--- src/mms_defines.svh ---
`ifndef MMS_DEFINES_SVH
`define MMS_DEFINES_SVH

// ************************************************************
// clock and debounce timing
// ************************************************************
`define MMS_CLK_PERIOD_NS 20
`define MMS_DEBOUNCE_US 2000
`define MMS_DEBOUNCE_CYCLES \
    ((`MMS_DEBOUNCE_US * 1000 + `MMS_CLK_PERIOD_NS - 1) / `MMS_CLK_PERIOD_NS)

// ************************************************************
// conversion timing, in internal periods and crystal cycles
// ************************************************************
`define MMS_XTAL_PER_PERIOD 2
`define MMS_CONV_PERIODS 8000
`define MMS_INT_XTAL_CYCLES 3277
`define MMS_DEINT_EXT_PERIODS 3000
`define MMS_DEINT_AUTO_PERIODS 2000

// ************************************************************
// range indices
// ************************************************************
`define MMS_RANGE_LOWEST 3'h0
`define MMS_RANGE_AC_MIN 3'h1
`define MMS_RANGE_LP_MIN 3'h1
`define MMS_RANGE_TOP 3'h4
`define MMS_RANGE_20MA 3'h0
`define MMS_RANGE_200MA 3'h1
`define MMS_SEL_ONE 5'h01
`define MMS_SEL_NONE 5'h00

`endif

--- src/mms_pkg.sv ---
package mms_pkg;

    // ************************************************************
    // measurement functions and conversion phases
    // ************************************************************
    typedef enum logic [2:0] {
        MMS_FN_VOLT = 3'h1,
        MMS_FN_OHM = 3'h2,
        MMS_FN_CUR = 3'h4
    } mms_func_e;

    typedef enum logic [2:0] {
        MMS_PH_INT = 3'h1,
        MMS_PH_DEINT = 3'h2,
        MMS_PH_AZ = 3'h4
    } mms_phase_e;

endpackage

--- src/mms_input_cond.sv ---
`timescale 1ns/1ps
`include "mms_defines.svh"

module mms_input_cond #(
    parameter int CYCLES = `MMS_DEBOUNCE_CYCLES
) (
    // clock and reset
    input wire logic clk,
    input wire logic reset,
    // pin, active low, pulled high
    input wire logic pin_n,
    // conditioned
    output logic level,
    output logic fall
);

    localparam int CW = $clog2(CYCLES + 1);

    logic s1_q;
    logic s2_q;
    logic stable_q;
    logic fall_q;
    logic [CW-1:0] cnt_q;

    // ************************************************************
    // synchroniser and debounce
    // ************************************************************
    always_ff @(posedge clk) begin
        if (reset) begin
            s1_q <= 1'h1;
            s2_q <= 1'h1;
        end else begin
            s1_q <= pin_n;
            s2_q <= s1_q;
        end
    end

    // a level must hold for the whole window before it counts
    always_ff @(posedge clk) begin
        if (reset) begin
            cnt_q <= '0;
            stable_q <= 1'h1;
            fall_q <= 1'h0;
        end else begin
            fall_q <= 1'h0;
            if (s2_q == stable_q) begin
                cnt_q <= '0;
            end else if (cnt_q == CW'(CYCLES - 1)) begin
                cnt_q <= '0;
                stable_q <= s2_q;
                fall_q <= ~s2_q;
            end else begin
                cnt_q <= cnt_q + 1'h1;
            end
        end
    end

    assign level = stable_q;
    assign fall = fall_q;

endmodule // mms_input_cond

--- src/mms_xtal_tick.sv ---
`timescale 1ns/1ps

module mms_xtal_tick (
    // clock and reset
    input wire logic clk,
    input wire logic reset,
    // crystal oscillator pin
    input wire logic xtal_in,
    // crystal edge and divided clock
    output logic xtal_rise,
    output logic internal_clock
);

    logic s1_q;
    logic s2_q;
    logic s3_q;
    logic rise_q;
    logic div_q;

    // ************************************************************
    // crystal edge and divide by two
    // ************************************************************
    always_ff @(posedge clk) begin
        if (reset) begin
            s1_q <= 1'h0;
            s2_q <= 1'h0;
            s3_q <= 1'h0;
            rise_q <= 1'h0;
        end else begin
            s1_q <= xtal_in;
            s2_q <= s1_q;
            s3_q <= s2_q;
            rise_q <= s2_q & ~s3_q;
        end
    end

    always_ff @(posedge clk) begin
        if (reset) begin
            div_q <= 1'h0;
        end else if (rise_q) begin
            div_q <= ~div_q;
        end
    end

    assign xtal_rise = rise_q;
    assign internal_clock = div_q;

endmodule // mms_xtal_tick

--- src/mms_meter_sequencer.sv ---
`timescale 1ns/1ps
`include "mms_defines.svh"

// Notes on behaviour
// - current is measured in manual ranging only, never auto-ranged
// - current range is 20 mA when low_current_range_select_n is grounded, else 200 mA
// - extended resolution stays available in current function
// - low-power ohms allowed on every resistance range but 200 ohm
// - resistance auto-switches among five standard resistors 200 to 2M
// - voltage auto-switches divider taps, 200 mV to 2000 V full scale
// - power-up starts in DC coupling
// - each coupling press outside ohms toggles DC/AC; AC annunciator shows AC
// - coupling toggle in manual voltage ranging returns to auto-range
// - lowest voltage range is 2 V in AC, 200 mV in DC
// - AC coupling works on both current ranges
// - internal conversion clock is the crystal divided by two
// - a conversion lasts exactly 8000 internal periods in every mode
// - integrate lasts a fixed 1638.5 internal periods
// - deintegrate limit 3000 periods manual, 2000 auto; spare goes to zero
// - zero crossing in deintegrate ends it and enters auto-zero
// - range press while auto goes manual, keeping the last auto range
// - power-up selects auto-range
// - each further range press in manual volts or ohms steps to the next range
// - function change to volts or ohms, or option change there, ends manual ranging, back to auto
// - auto annunciator is active only while auto-range is in effect
// - select decode: 00 volt, 01 ohm, 10 current, 11 volt, pulled high
// - low-power ohms toggle in manual resistance returns to auto-range
// - low-power ohms off at power-up, toggles per press, annunciated
module mms_meter_sequencer #(
    parameter int DEBOUNCE_CYCLES = `MMS_DEBOUNCE_CYCLES
) (
    // clock and reset
    input wire logic clk,
    input wire logic reset,
    // front panel controls, active low
    input wire logic ohms_function_select_n,
    input wire logic current_select_n,
    input wire logic low_current_range_select_n,
    input wire logic coupling_toggle_n,
    input wire logic range_step_n,
    // converter pins
    input wire logic xtal_in,
    input wire logic zero_cross,
    // auto-range decisions from display logic
    input wire logic auto_range_up,
    input wire logic auto_range_down,
    // measurement state
    output logic func_voltage,
    output logic func_resistance,
    output logic func_current,
    output logic ac_annunciator,
    output logic auto_annunciator,
    output logic low_ohms_annunciator,
    output logic ext_resolution,
    output logic [2:0] range_index,
    output logic [4:0] divider_select,
    output logic [4:0] resistor_select,
    output logic current_range_20ma,
    // conversion sequencing
    output logic internal_clock,
    output logic phase_integrate,
    output logic phase_deintegrate,
    output logic phase_auto_zero,
    output logic conversion_done,
    output logic overrange,
    output logic [13:0] deintegrate_time
);

    // ************************************************************
    // derived counts, in crystal cycles
    // ************************************************************
    localparam logic [13:0] CONV_XTAL = 14'(`MMS_CONV_PERIODS * `MMS_XTAL_PER_PERIOD);
    localparam logic [13:0] INT_XTAL = 14'(`MMS_INT_XTAL_CYCLES);
    localparam logic [13:0] DEINT_EXT_XTAL =
        14'(`MMS_DEINT_EXT_PERIODS * `MMS_XTAL_PER_PERIOD);
    localparam logic [13:0] DEINT_AUTO_XTAL =
        14'(`MMS_DEINT_AUTO_PERIODS * `MMS_XTAL_PER_PERIOD);

    // ************************************************************
    // conditioned inputs
    // ************************************************************
    logic ohms_level;
    logic cur_level;
    logic low_cur_level;
    logic coupling_fall;
    logic range_fall;
    logic xtal_rise;
    logic zc_s1_q;
    logic zc_s2_q;

    mms_input_cond #(.CYCLES(DEBOUNCE_CYCLES)) u_ohms (
        .clk(clk),
        .reset(reset),
        .pin_n(ohms_function_select_n),
        .level(ohms_level),
        .fall()
    );

    mms_input_cond #(.CYCLES(DEBOUNCE_CYCLES)) u_cur (
        .clk(clk),
        .reset(reset),
        .pin_n(current_select_n),
        .level(cur_level),
        .fall()
    );

    mms_input_cond #(.CYCLES(DEBOUNCE_CYCLES)) u_low_cur (
        .clk(clk),
        .reset(reset),
        .pin_n(low_current_range_select_n),
        .level(low_cur_level),
        .fall()
    );

    // one press gives one event, bounces inside the window are absorbed
    mms_input_cond #(.CYCLES(DEBOUNCE_CYCLES)) u_coupling (
        .clk(clk),
        .reset(reset),
        .pin_n(coupling_toggle_n),
        .level(),
        .fall(coupling_fall)
    );

    mms_input_cond #(.CYCLES(DEBOUNCE_CYCLES)) u_range (
        .clk(clk),
        .reset(reset),
        .pin_n(range_step_n),
        .level(),
        .fall(range_fall)
    );

    mms_xtal_tick u_xtal (
        .clk(clk),
        .reset(reset),
        .xtal_in(xtal_in),
        .xtal_rise(xtal_rise),
        .internal_clock(internal_clock)
    );

    always_ff @(posedge clk) begin
        if (reset) begin
            zc_s1_q <= 1'h0;
            zc_s2_q <= 1'h0;
        end else begin
            zc_s1_q <= zero_cross;
            zc_s2_q <= zc_s1_q;
        end
    end

    // ************************************************************
    // function decode
    // ************************************************************
    mms_pkg::mms_func_e func_d;
    mms_pkg::mms_func_e func_q;
    logic func_change;

    always_comb begin
        unique case ({ohms_level, cur_level})
            2'h1: func_d = mms_pkg::MMS_FN_OHM;
            2'h2: func_d = mms_pkg::MMS_FN_CUR;
            default: func_d = mms_pkg::MMS_FN_VOLT;
        endcase
    end

    assign func_change = (func_d != func_q);

    always_ff @(posedge clk) begin
        if (reset) begin
            func_q <= mms_pkg::MMS_FN_VOLT;
        end else begin
            func_q <= func_d;
        end
    end

    // ************************************************************
    // coupling and low-power ohms options
    // ************************************************************
    logic ac_q;
    logic lp_q;
    logic is_ohm;
    logic is_cur;

    assign is_ohm = (func_q == mms_pkg::MMS_FN_OHM);
    assign is_cur = (func_q == mms_pkg::MMS_FN_CUR);

    // the same press means DC/AC toggle in volts and current, low-power in ohms
    always_ff @(posedge clk) begin
        if (reset) begin
            ac_q <= 1'h0;
        end else if (coupling_fall && !is_ohm) begin
            ac_q <= ~ac_q;
        end
    end

    always_ff @(posedge clk) begin
        if (reset) begin
            lp_q <= 1'h0;
        end else if (coupling_fall && is_ohm) begin
            lp_q <= ~lp_q;
        end
    end

    // ************************************************************
    // ranging mode and range index
    // ************************************************************
    logic auto_q;
    logic auto_eff;
    logic [2:0] range_q;
    logic [2:0] min_now;
    logic [2:0] min_new_func;
    logic [2:0] min_toggled;
    logic [2:0] cur_range;

    function automatic logic [2:0] min_range(mms_pkg::mms_func_e f, logic ac, logic lp);
        logic [2:0] m;
        m = `MMS_RANGE_LOWEST;
        if (f == mms_pkg::MMS_FN_VOLT && ac) begin
            m = `MMS_RANGE_AC_MIN;
        end else if (f == mms_pkg::MMS_FN_OHM && lp) begin
            m = `MMS_RANGE_LP_MIN;
        end
        return m;
    endfunction

    assign min_now = min_range(func_q, ac_q, lp_q);
    assign min_new_func = min_range(func_d, ac_q, lp_q);
    assign min_toggled = min_range(func_q, ac_q ^ !is_ohm, lp_q ^ is_ohm);
    assign cur_range = low_cur_level ? `MMS_RANGE_200MA : `MMS_RANGE_20MA;
    assign auto_eff = auto_q && !is_cur;

    // a change of function or option always wins over a range press
    always_ff @(posedge clk) begin
        if (reset) begin
            auto_q <= 1'h1;
        end else if (func_change) begin
            auto_q <= (func_d != mms_pkg::MMS_FN_CUR);
        end else if (coupling_fall) begin
            auto_q <= !is_cur;
        end else if (range_fall && !is_cur) begin
            auto_q <= 1'h0;
        end
    end

    always_ff @(posedge clk) begin
        if (reset) begin
            range_q <= `MMS_RANGE_LOWEST;
        end else if (func_change) begin
            range_q <= min_new_func;
        end else if (is_cur) begin
            range_q <= cur_range;
        end else if (coupling_fall) begin
            range_q <= min_toggled;
        end else if (range_fall && !auto_q) begin
            // manual stepping wraps from the top back to the lowest legal range
            if (range_q >= `MMS_RANGE_TOP) begin
                range_q <= min_now;
            end else begin
                range_q <= range_q + 3'h1;
            end
        end else if (range_fall) begin
            range_q <= range_q;
        end else if (auto_q && auto_range_up && range_q < `MMS_RANGE_TOP) begin
            range_q <= range_q + 3'h1;
        end else if (auto_q && auto_range_down && range_q > min_now) begin
            range_q <= range_q - 3'h1;
        end else if (range_q < min_now) begin
            range_q <= min_now;
        end
    end

    // ************************************************************
    // registered mode outputs
    // ************************************************************
    logic [4:0] div_sel_q;
    logic [4:0] res_sel_q;
    logic ac_ann_q;
    logic auto_ann_q;
    logic lp_ann_q;
    logic ext_q;
    logic cur20_q;

    always_ff @(posedge clk) begin
        if (reset) begin
            div_sel_q <= `MMS_SEL_NONE;
            res_sel_q <= `MMS_SEL_NONE;
        end else begin
            div_sel_q <= (func_q == mms_pkg::MMS_FN_VOLT) ?
                (`MMS_SEL_ONE << range_q) : `MMS_SEL_NONE;
            res_sel_q <= is_ohm ? (`MMS_SEL_ONE << range_q) : `MMS_SEL_NONE;
        end
    end

    always_ff @(posedge clk) begin
        if (reset) begin
            ac_ann_q <= 1'h0;
            auto_ann_q <= 1'h1;
            lp_ann_q <= 1'h0;
            ext_q <= 1'h0;
            cur20_q <= 1'h0;
        end else begin
            ac_ann_q <= ac_q && !is_ohm;
            auto_ann_q <= auto_eff;
            lp_ann_q <= lp_q && is_ohm;
            ext_q <= !auto_eff;
            cur20_q <= is_cur && (range_q == `MMS_RANGE_20MA);
        end
    end

    assign func_voltage = (func_q == mms_pkg::MMS_FN_VOLT);
    assign func_resistance = is_ohm;
    assign func_current = is_cur;
    assign ac_annunciator = ac_ann_q;
    assign auto_annunciator = auto_ann_q;
    assign low_ohms_annunciator = lp_ann_q;
    assign ext_resolution = ext_q;
    assign range_index = range_q;
    assign divider_select = div_sel_q;
    assign resistor_select = res_sel_q;
    assign current_range_20ma = cur20_q;

    // ************************************************************
    // conversion sequencer
    // ************************************************************
    mms_pkg::mms_phase_e phase_q;
    logic [13:0] conv_cnt_q;
    logic [13:0] deint_max;
    logic [13:0] deint_q;
    logic conv_end;
    logic done_q;
    logic over_q;

    // the limit follows the mode live, so a mode change mid-phase takes effect at once
    assign deint_max = ext_q ? DEINT_EXT_XTAL : DEINT_AUTO_XTAL;
    assign conv_end = xtal_rise && (conv_cnt_q == CONV_XTAL - 14'h1);

    // one free counter fixes the frame length whatever the deintegrate takes
    always_ff @(posedge clk) begin
        if (reset) begin
            conv_cnt_q <= 14'h0;
        end else if (conv_end) begin
            conv_cnt_q <= 14'h0;
        end else if (xtal_rise) begin
            conv_cnt_q <= conv_cnt_q + 14'h1;
        end
    end

    always_ff @(posedge clk) begin
        if (reset) begin
            phase_q <= mms_pkg::MMS_PH_INT;
        end else begin
            unique case (phase_q)
                mms_pkg::MMS_PH_INT: begin
                    if (xtal_rise && conv_cnt_q == INT_XTAL - 14'h1) begin
                        phase_q <= mms_pkg::MMS_PH_DEINT;
                    end
                end
                mms_pkg::MMS_PH_DEINT: begin
                    if (zc_s2_q) begin
                        phase_q <= mms_pkg::MMS_PH_AZ;
                    end else if (xtal_rise &&
                                 conv_cnt_q == INT_XTAL + deint_max - 14'h1) begin
                        phase_q <= mms_pkg::MMS_PH_AZ;
                    end
                end
                mms_pkg::MMS_PH_AZ: begin
                    if (conv_end) begin
                        phase_q <= mms_pkg::MMS_PH_INT;
                    end
                end
                default: begin
                    phase_q <= mms_pkg::MMS_PH_AZ;
                end
            endcase
        end
    end

    // result in crystal cycles, captured at the end of deintegrate
    always_ff @(posedge clk) begin
        if (reset) begin
            deint_q <= 14'h0;
            over_q <= 1'h0;
        end else if (phase_q == mms_pkg::MMS_PH_DEINT) begin
            if (zc_s2_q) begin
                deint_q <= conv_cnt_q - INT_XTAL;
                over_q <= 1'h0;
            end else if (xtal_rise && conv_cnt_q == INT_XTAL + deint_max - 14'h1) begin
                deint_q <= deint_max;
                over_q <= 1'h1;
            end
        end
    end

    always_ff @(posedge clk) begin
        if (reset) begin
            done_q <= 1'h0;
        end else begin
            done_q <= conv_end;
        end
    end

    assign phase_integrate = (phase_q == mms_pkg::MMS_PH_INT);
    assign phase_deintegrate = (phase_q == mms_pkg::MMS_PH_DEINT);
    assign phase_auto_zero = (phase_q == mms_pkg::MMS_PH_AZ);
    assign conversion_done = done_q;
    assign overrange = over_q;
    assign deintegrate_time = deint_q;

endmodule // mms_meter_sequencer

--- config.mk ---
export PLATFORM = sky130hd
export DESIGN_NAME = mms_meter_sequencer
export DESIGN_NICKNAME = d
export VERILOG_FILES = /design/src/mms_pkg.sv /design/src/mms_input_cond.sv /design/src/mms_xtal_tick.sv /design/src/mms_meter_sequencer.sv
export VERILOG_INCLUDE_DIRS = /design/src /design/src/src
export SDC_FILE = /design/constraint.sdc
export NUM_CORES = 1
export LEC_CHECK = 0
export BUFFER_PORTS_ARGS = -buffer_cell sky130_fd_sc_hd__buf_2
export CAP_MARGIN = 20
export CORE_UTILIZATION = 35
export DETAILED_ROUTE_END_ITERATION = 8
export HOLD_SLACK_MARGIN = 0.06
export SLEW_MARGIN = 20
export SYNTH_ARGS = -nofsm -noshare
export SYNTH_HDL_FRONTEND = slang
export SYNTH_SLANG_ARGS = --single-unit
--- constraint.sdc ---
create_clock -name clk -period 1.8 [get_ports clk]
set_input_delay 0 -clock clk [delete_from_list [all_inputs] [get_ports clk]]
set_output_delay 0 -clock clk [all_outputs]
set_load 0.01 [all_outputs]
==> flow_summary.rst <==
.. list-table::
   :header-rows: 1

   * - Metric
     - Value
   * - Run status
     - finished clean
   * - Post-synthesis net count
     - 838
   * - CP bufs+invs
     - 0
   * - Number of warning messages in the yosys log
     - 0
   * - Top library cells by usage in the layout, fill and taps aside
     - dfxtp_1 (158), nor2_1 (133), buf_4 (75), xor2_1 (66), nand2_1 (57)
   * - Number of distinct library cells after synthesis
     - 68
   * - Post-synthesis instance area
     - 7330 um^2
   * - Via count of the first global-routing pass
     - 5500
   * - Cell Count, Final, Fillers Out
     - 1215
   * - Core Rows
     - 52
   * - Top cell family by delay on the critical path
     - compound AO/OA/AOI/OAI gates
   * - Count of final max-slew check failures
     - 0
   * - Worst skew pair latency
     - around 430 ps
   * - Initial core utilization
     - 0.360
   * - Most area-hungry cell type in the Yosys netlist
     - dfxtp_1
   * - Setup TNS after final layout
     - 0 ps
   * - Share of cells above drive strength 1
     - 0.249
   * - Worst-case clock skew
     - 10.6 ps
   * - Peak supply drop
     - around 0.52 mV
   * - Height of the die
     - around 150 um
   * - GRT Overall Usage
     - 0.146
   * - Share of Yosys cell area claimed by the top area cell type
     - 0.453
   * - Final Hold Fails
     - 0
   * - Relative max-transition margin
     - 0.687
   * - Leading cell type in the layout, fill and taps excluded
     - dfxtp_1
   * - Antenna diode count
     - 0
   * - Leading post-synthesis cells by cell area
     - dfxtp_1 (45%), xor2_1 (7.9%), nor2_1 (6.9%)
   * - Final Net Count
     - 966
   * - Endpoint kind of the worst setup timing path
     - flop
   * - Worst endpoint data arrival time
     - 2110 ps
   * - Pin count of the biggest net entering global routing
     - 24
   * - Count of buffers inserted at the top-level ports
     - between 50 and 60
   * - Routability cong.
     - 0.835
   * - Logic depth of the worst setup path including buffers
     - 8
   * - Antenna Violating Nets Remaining
     - 0
   * - Final routed DRC violation total
     - 0
   * - Worst-path cell with the longest stage delay
     - dfxtp_2
   * - Number of flops mapped to enable cells by yosys
     - 0
   * - Mean instance size in the synthesized netlist
     - 9.11 um^2
   * - Clk sink count
     - 166
   * - Power density normalized to cell area
     - around 860 nW/um^2
   * - Most used DFF post-synth
     - dfxtp_1
   * - Number of antenna violations at the first check in global routing
     - 0
   * - Vias after detailed routing
     - 5764
   * - Clock period minus worst slack
     - 1800 ps
   * - Via density per instance
     - about 4.7
   * - Horizontal extent of the die
     - between 100 and 150 um
   * - FF+latch count, synth
     - 166
   * - DP HPWL
     - 10.7 mm
   * - Die ar.
     - approximately 22000 um^2
   * - Leakage Power
     - 3.60 nW
   * - Setup violations, final
     - 0
   * - Setup repair after global routing missed its margin
     - yes
   * - Clock edge transition at the registers on the reported setup and hold paths
     - 70 ps
   * - Count of mapped cells out of synthesis
     - 805
   * - GRT Residual Overflow
     - 0
   * - Kind of critical path
     - reg -> reg
   * - Iteration-0 DRC Markers
     - 298
   * - Number of detailed-routing iterations run before antenna repair
     - 4
   * - Cell depth of the worst hold path
     - 4
   * - Async set-reset flop share out of synthesis
     - 0
   * - R2r worst-path depth
     - 8
   * - First-pass GRT wire length
     - roughly 26 mm
   * - Maximum fanout along the worst path
     - 3
   * - Proportion of synthesized chip area in sequential cells
     - 0.453
   * - CP Cell Sequence
     - nand3b_1, a21oi_2, ha_4, nor2_4, o211ai_1, and3_1, o31ai_1, a21oi_1
   * - Clock root cell
     - clkbuf_16
   * - Fmax
     - 556 MHz
   * - Post-route fraction of the period consumed by the critical path
     - 1.00
   * - CP startpoint kind
     - flop
   * - Data required time at the worst endpoint
     - 2110 ps
   * - Number of CTS-inserted buffers
     - 17
   * - Placed Instances
     - 1173
   * - Mean routed wirelength per cell
     - between 10 and 15 um
   * - Clock tree from TritonCTS
     - yes
   * - Clock Path Buffers
     - 2
   * - Biggest cell delay along the critical path
     - 320 ps
   * - Worst Hold Class
     - in -> reg
   * - Area growth from synthesis to final layout
     - 27.1%
   * - Wirelength, routed
     - 15.1 mm
   * - Ports
     - between 50 and 60
   * - Slew at the pin closest to its max-slew limit
     - 469 ps
   * - Htree depth
     - 4
   * - Floorplan core area
     - slightly above 20000 um^2
   * - Max-cap check violation count
     - 0
==> kinds of logic (layout without fill, tap and decap cells) <==
group	count (synthesis)	count (layout)	synth area share
adders and majority gates	22	22	0.0375
DFF	166	166	0.453
muxes	5	5	0.00699
and+or+nand+nor	380	381	0.264
xor gates and xnor gates	109	109	0.130
AOI/OAI and AO/OA	64	64	0.0725
buffers and inverters	59	198	0.0360
==> worst paths after layout <==
kind | startpoint | endpoint | slack, ps
hold / removal | auto_range_down | range_index[2]$_SDFFE_PP0P_ | 80
setup reg to reg | func_q[0]$_SDFF_PP1_ | range_index[0]$_SDFFE_PP0P_ | 0.2
setup / recovery | func_q[0]$_SDFF_PP1_ | range_index[0]$_SDFFE_PP0P_ | 0.2
hold reg to reg | u_xtal.s3_q$_SDFF_PP0_ | u_xtal.xtal_rise$_SDFF_PP0_ | 380
==> registers in the layout, indices dropped and copies added (netlist names), 5 cells and up <==
signal,count
conv_cnt_q,14
u_low_cur.cnt_q,17
u_coupling.cnt_q,17
u_ohms.cnt_q,17
divider_select,5
resistor_select,5
u_cur.cnt_q,17
deintegrate_time,14
u_range.cnt_q,17
==> synthesized netlist by cell type, types with 4 or more instances <==
library cell	number
nor2b_1	15
o221a_2	4
a21oi_1	14
inv_1	28
mux2i_1	4
o21ai_0	7
and3_1	23
nor4b_1	7
and2_1	4
dfxtp_1	166
nand2_1	59
xor2_1	66
nand2b_1	4
nor2_1	134
nor3_1	16
a31o_2	5
clkbuf_1	10
buf_2	10
o211ai_1	5
nor4_1	11
nor3b_1	4
buf_4	8
nand4_1	21
nand3_1	35
and4_1	9
xnor2_1	43
or2_2	14
ha_1	22
==> where the power goes <==
group | internal [mW] | switching [mW]
logic | 0.252 | 0.285
registers | 3.73 | 0.0410
clock network | 2.25 | 1.47
total | 6.23 | 1.79
==> per-stage QoR <==
| step | util | setup WS, ps | instance area, um^2 | hold slack (ps) | power, mW |
|---|---|---|---|---|---|
| 2_1_floorplan | - | 14.2 | 7340 | 104 | 4.15 |
| 3_3_place_gp | 0.411 | -21.5 | 8380 | 187 | 4.33 |
| 3_5_place_dp | 0.411 | -48.6 | 8380 | 184 | 4.33 |
| 4_1_cts | 0.446 | -43.8 | 9080 | 76.2 | 8.08 |
| 5_1_grt | 0.458 | -78.7 | 9320 | 99.6 | 8.34 |
| 6_report | 0.458 | 0.178 | 9320 | 75.2 | 8.03 |
==> routing by layer <==
layer | global-route usage | share of wire | up-vias
met5 | 0 | 0 | -
met3 | 0.0317 | 0.035 | 18
met1 | 0.199 | 0.52 | 2641
met2 | 0.223 | 0.43 | 98
li1 | - | - | 3007
met4 | 0.0547 | 0.017 | 0
==> area by class of cell <==
class / count / area [um^2]
fill: 1935 / 11000
multi-input combinational: 581 / 3980
sequential: 166 / 3340
timing repair buffer: 137 / 950
clock buffer: 20 / 457
tap: 270 / 338
clock inverter: 11 / 150
inverter: 30 / 113
==> timing repair <==
action	in CTS	in global routing
resized for setup	4	50
gates cloned	0	1
setup buffers	0	3
pin swaps	0	20
hold buffers	8	0
endpoints found under the hold margin	11	0
setup endpoints to repair	8	70
==> tightest hold or removal path, stage by stage <==
cell and delay (ps):
buf_2 130, o2111ai_2 90, o211ai_1 100, o2111a_1 140
Power figures use the tool's default switching activity.
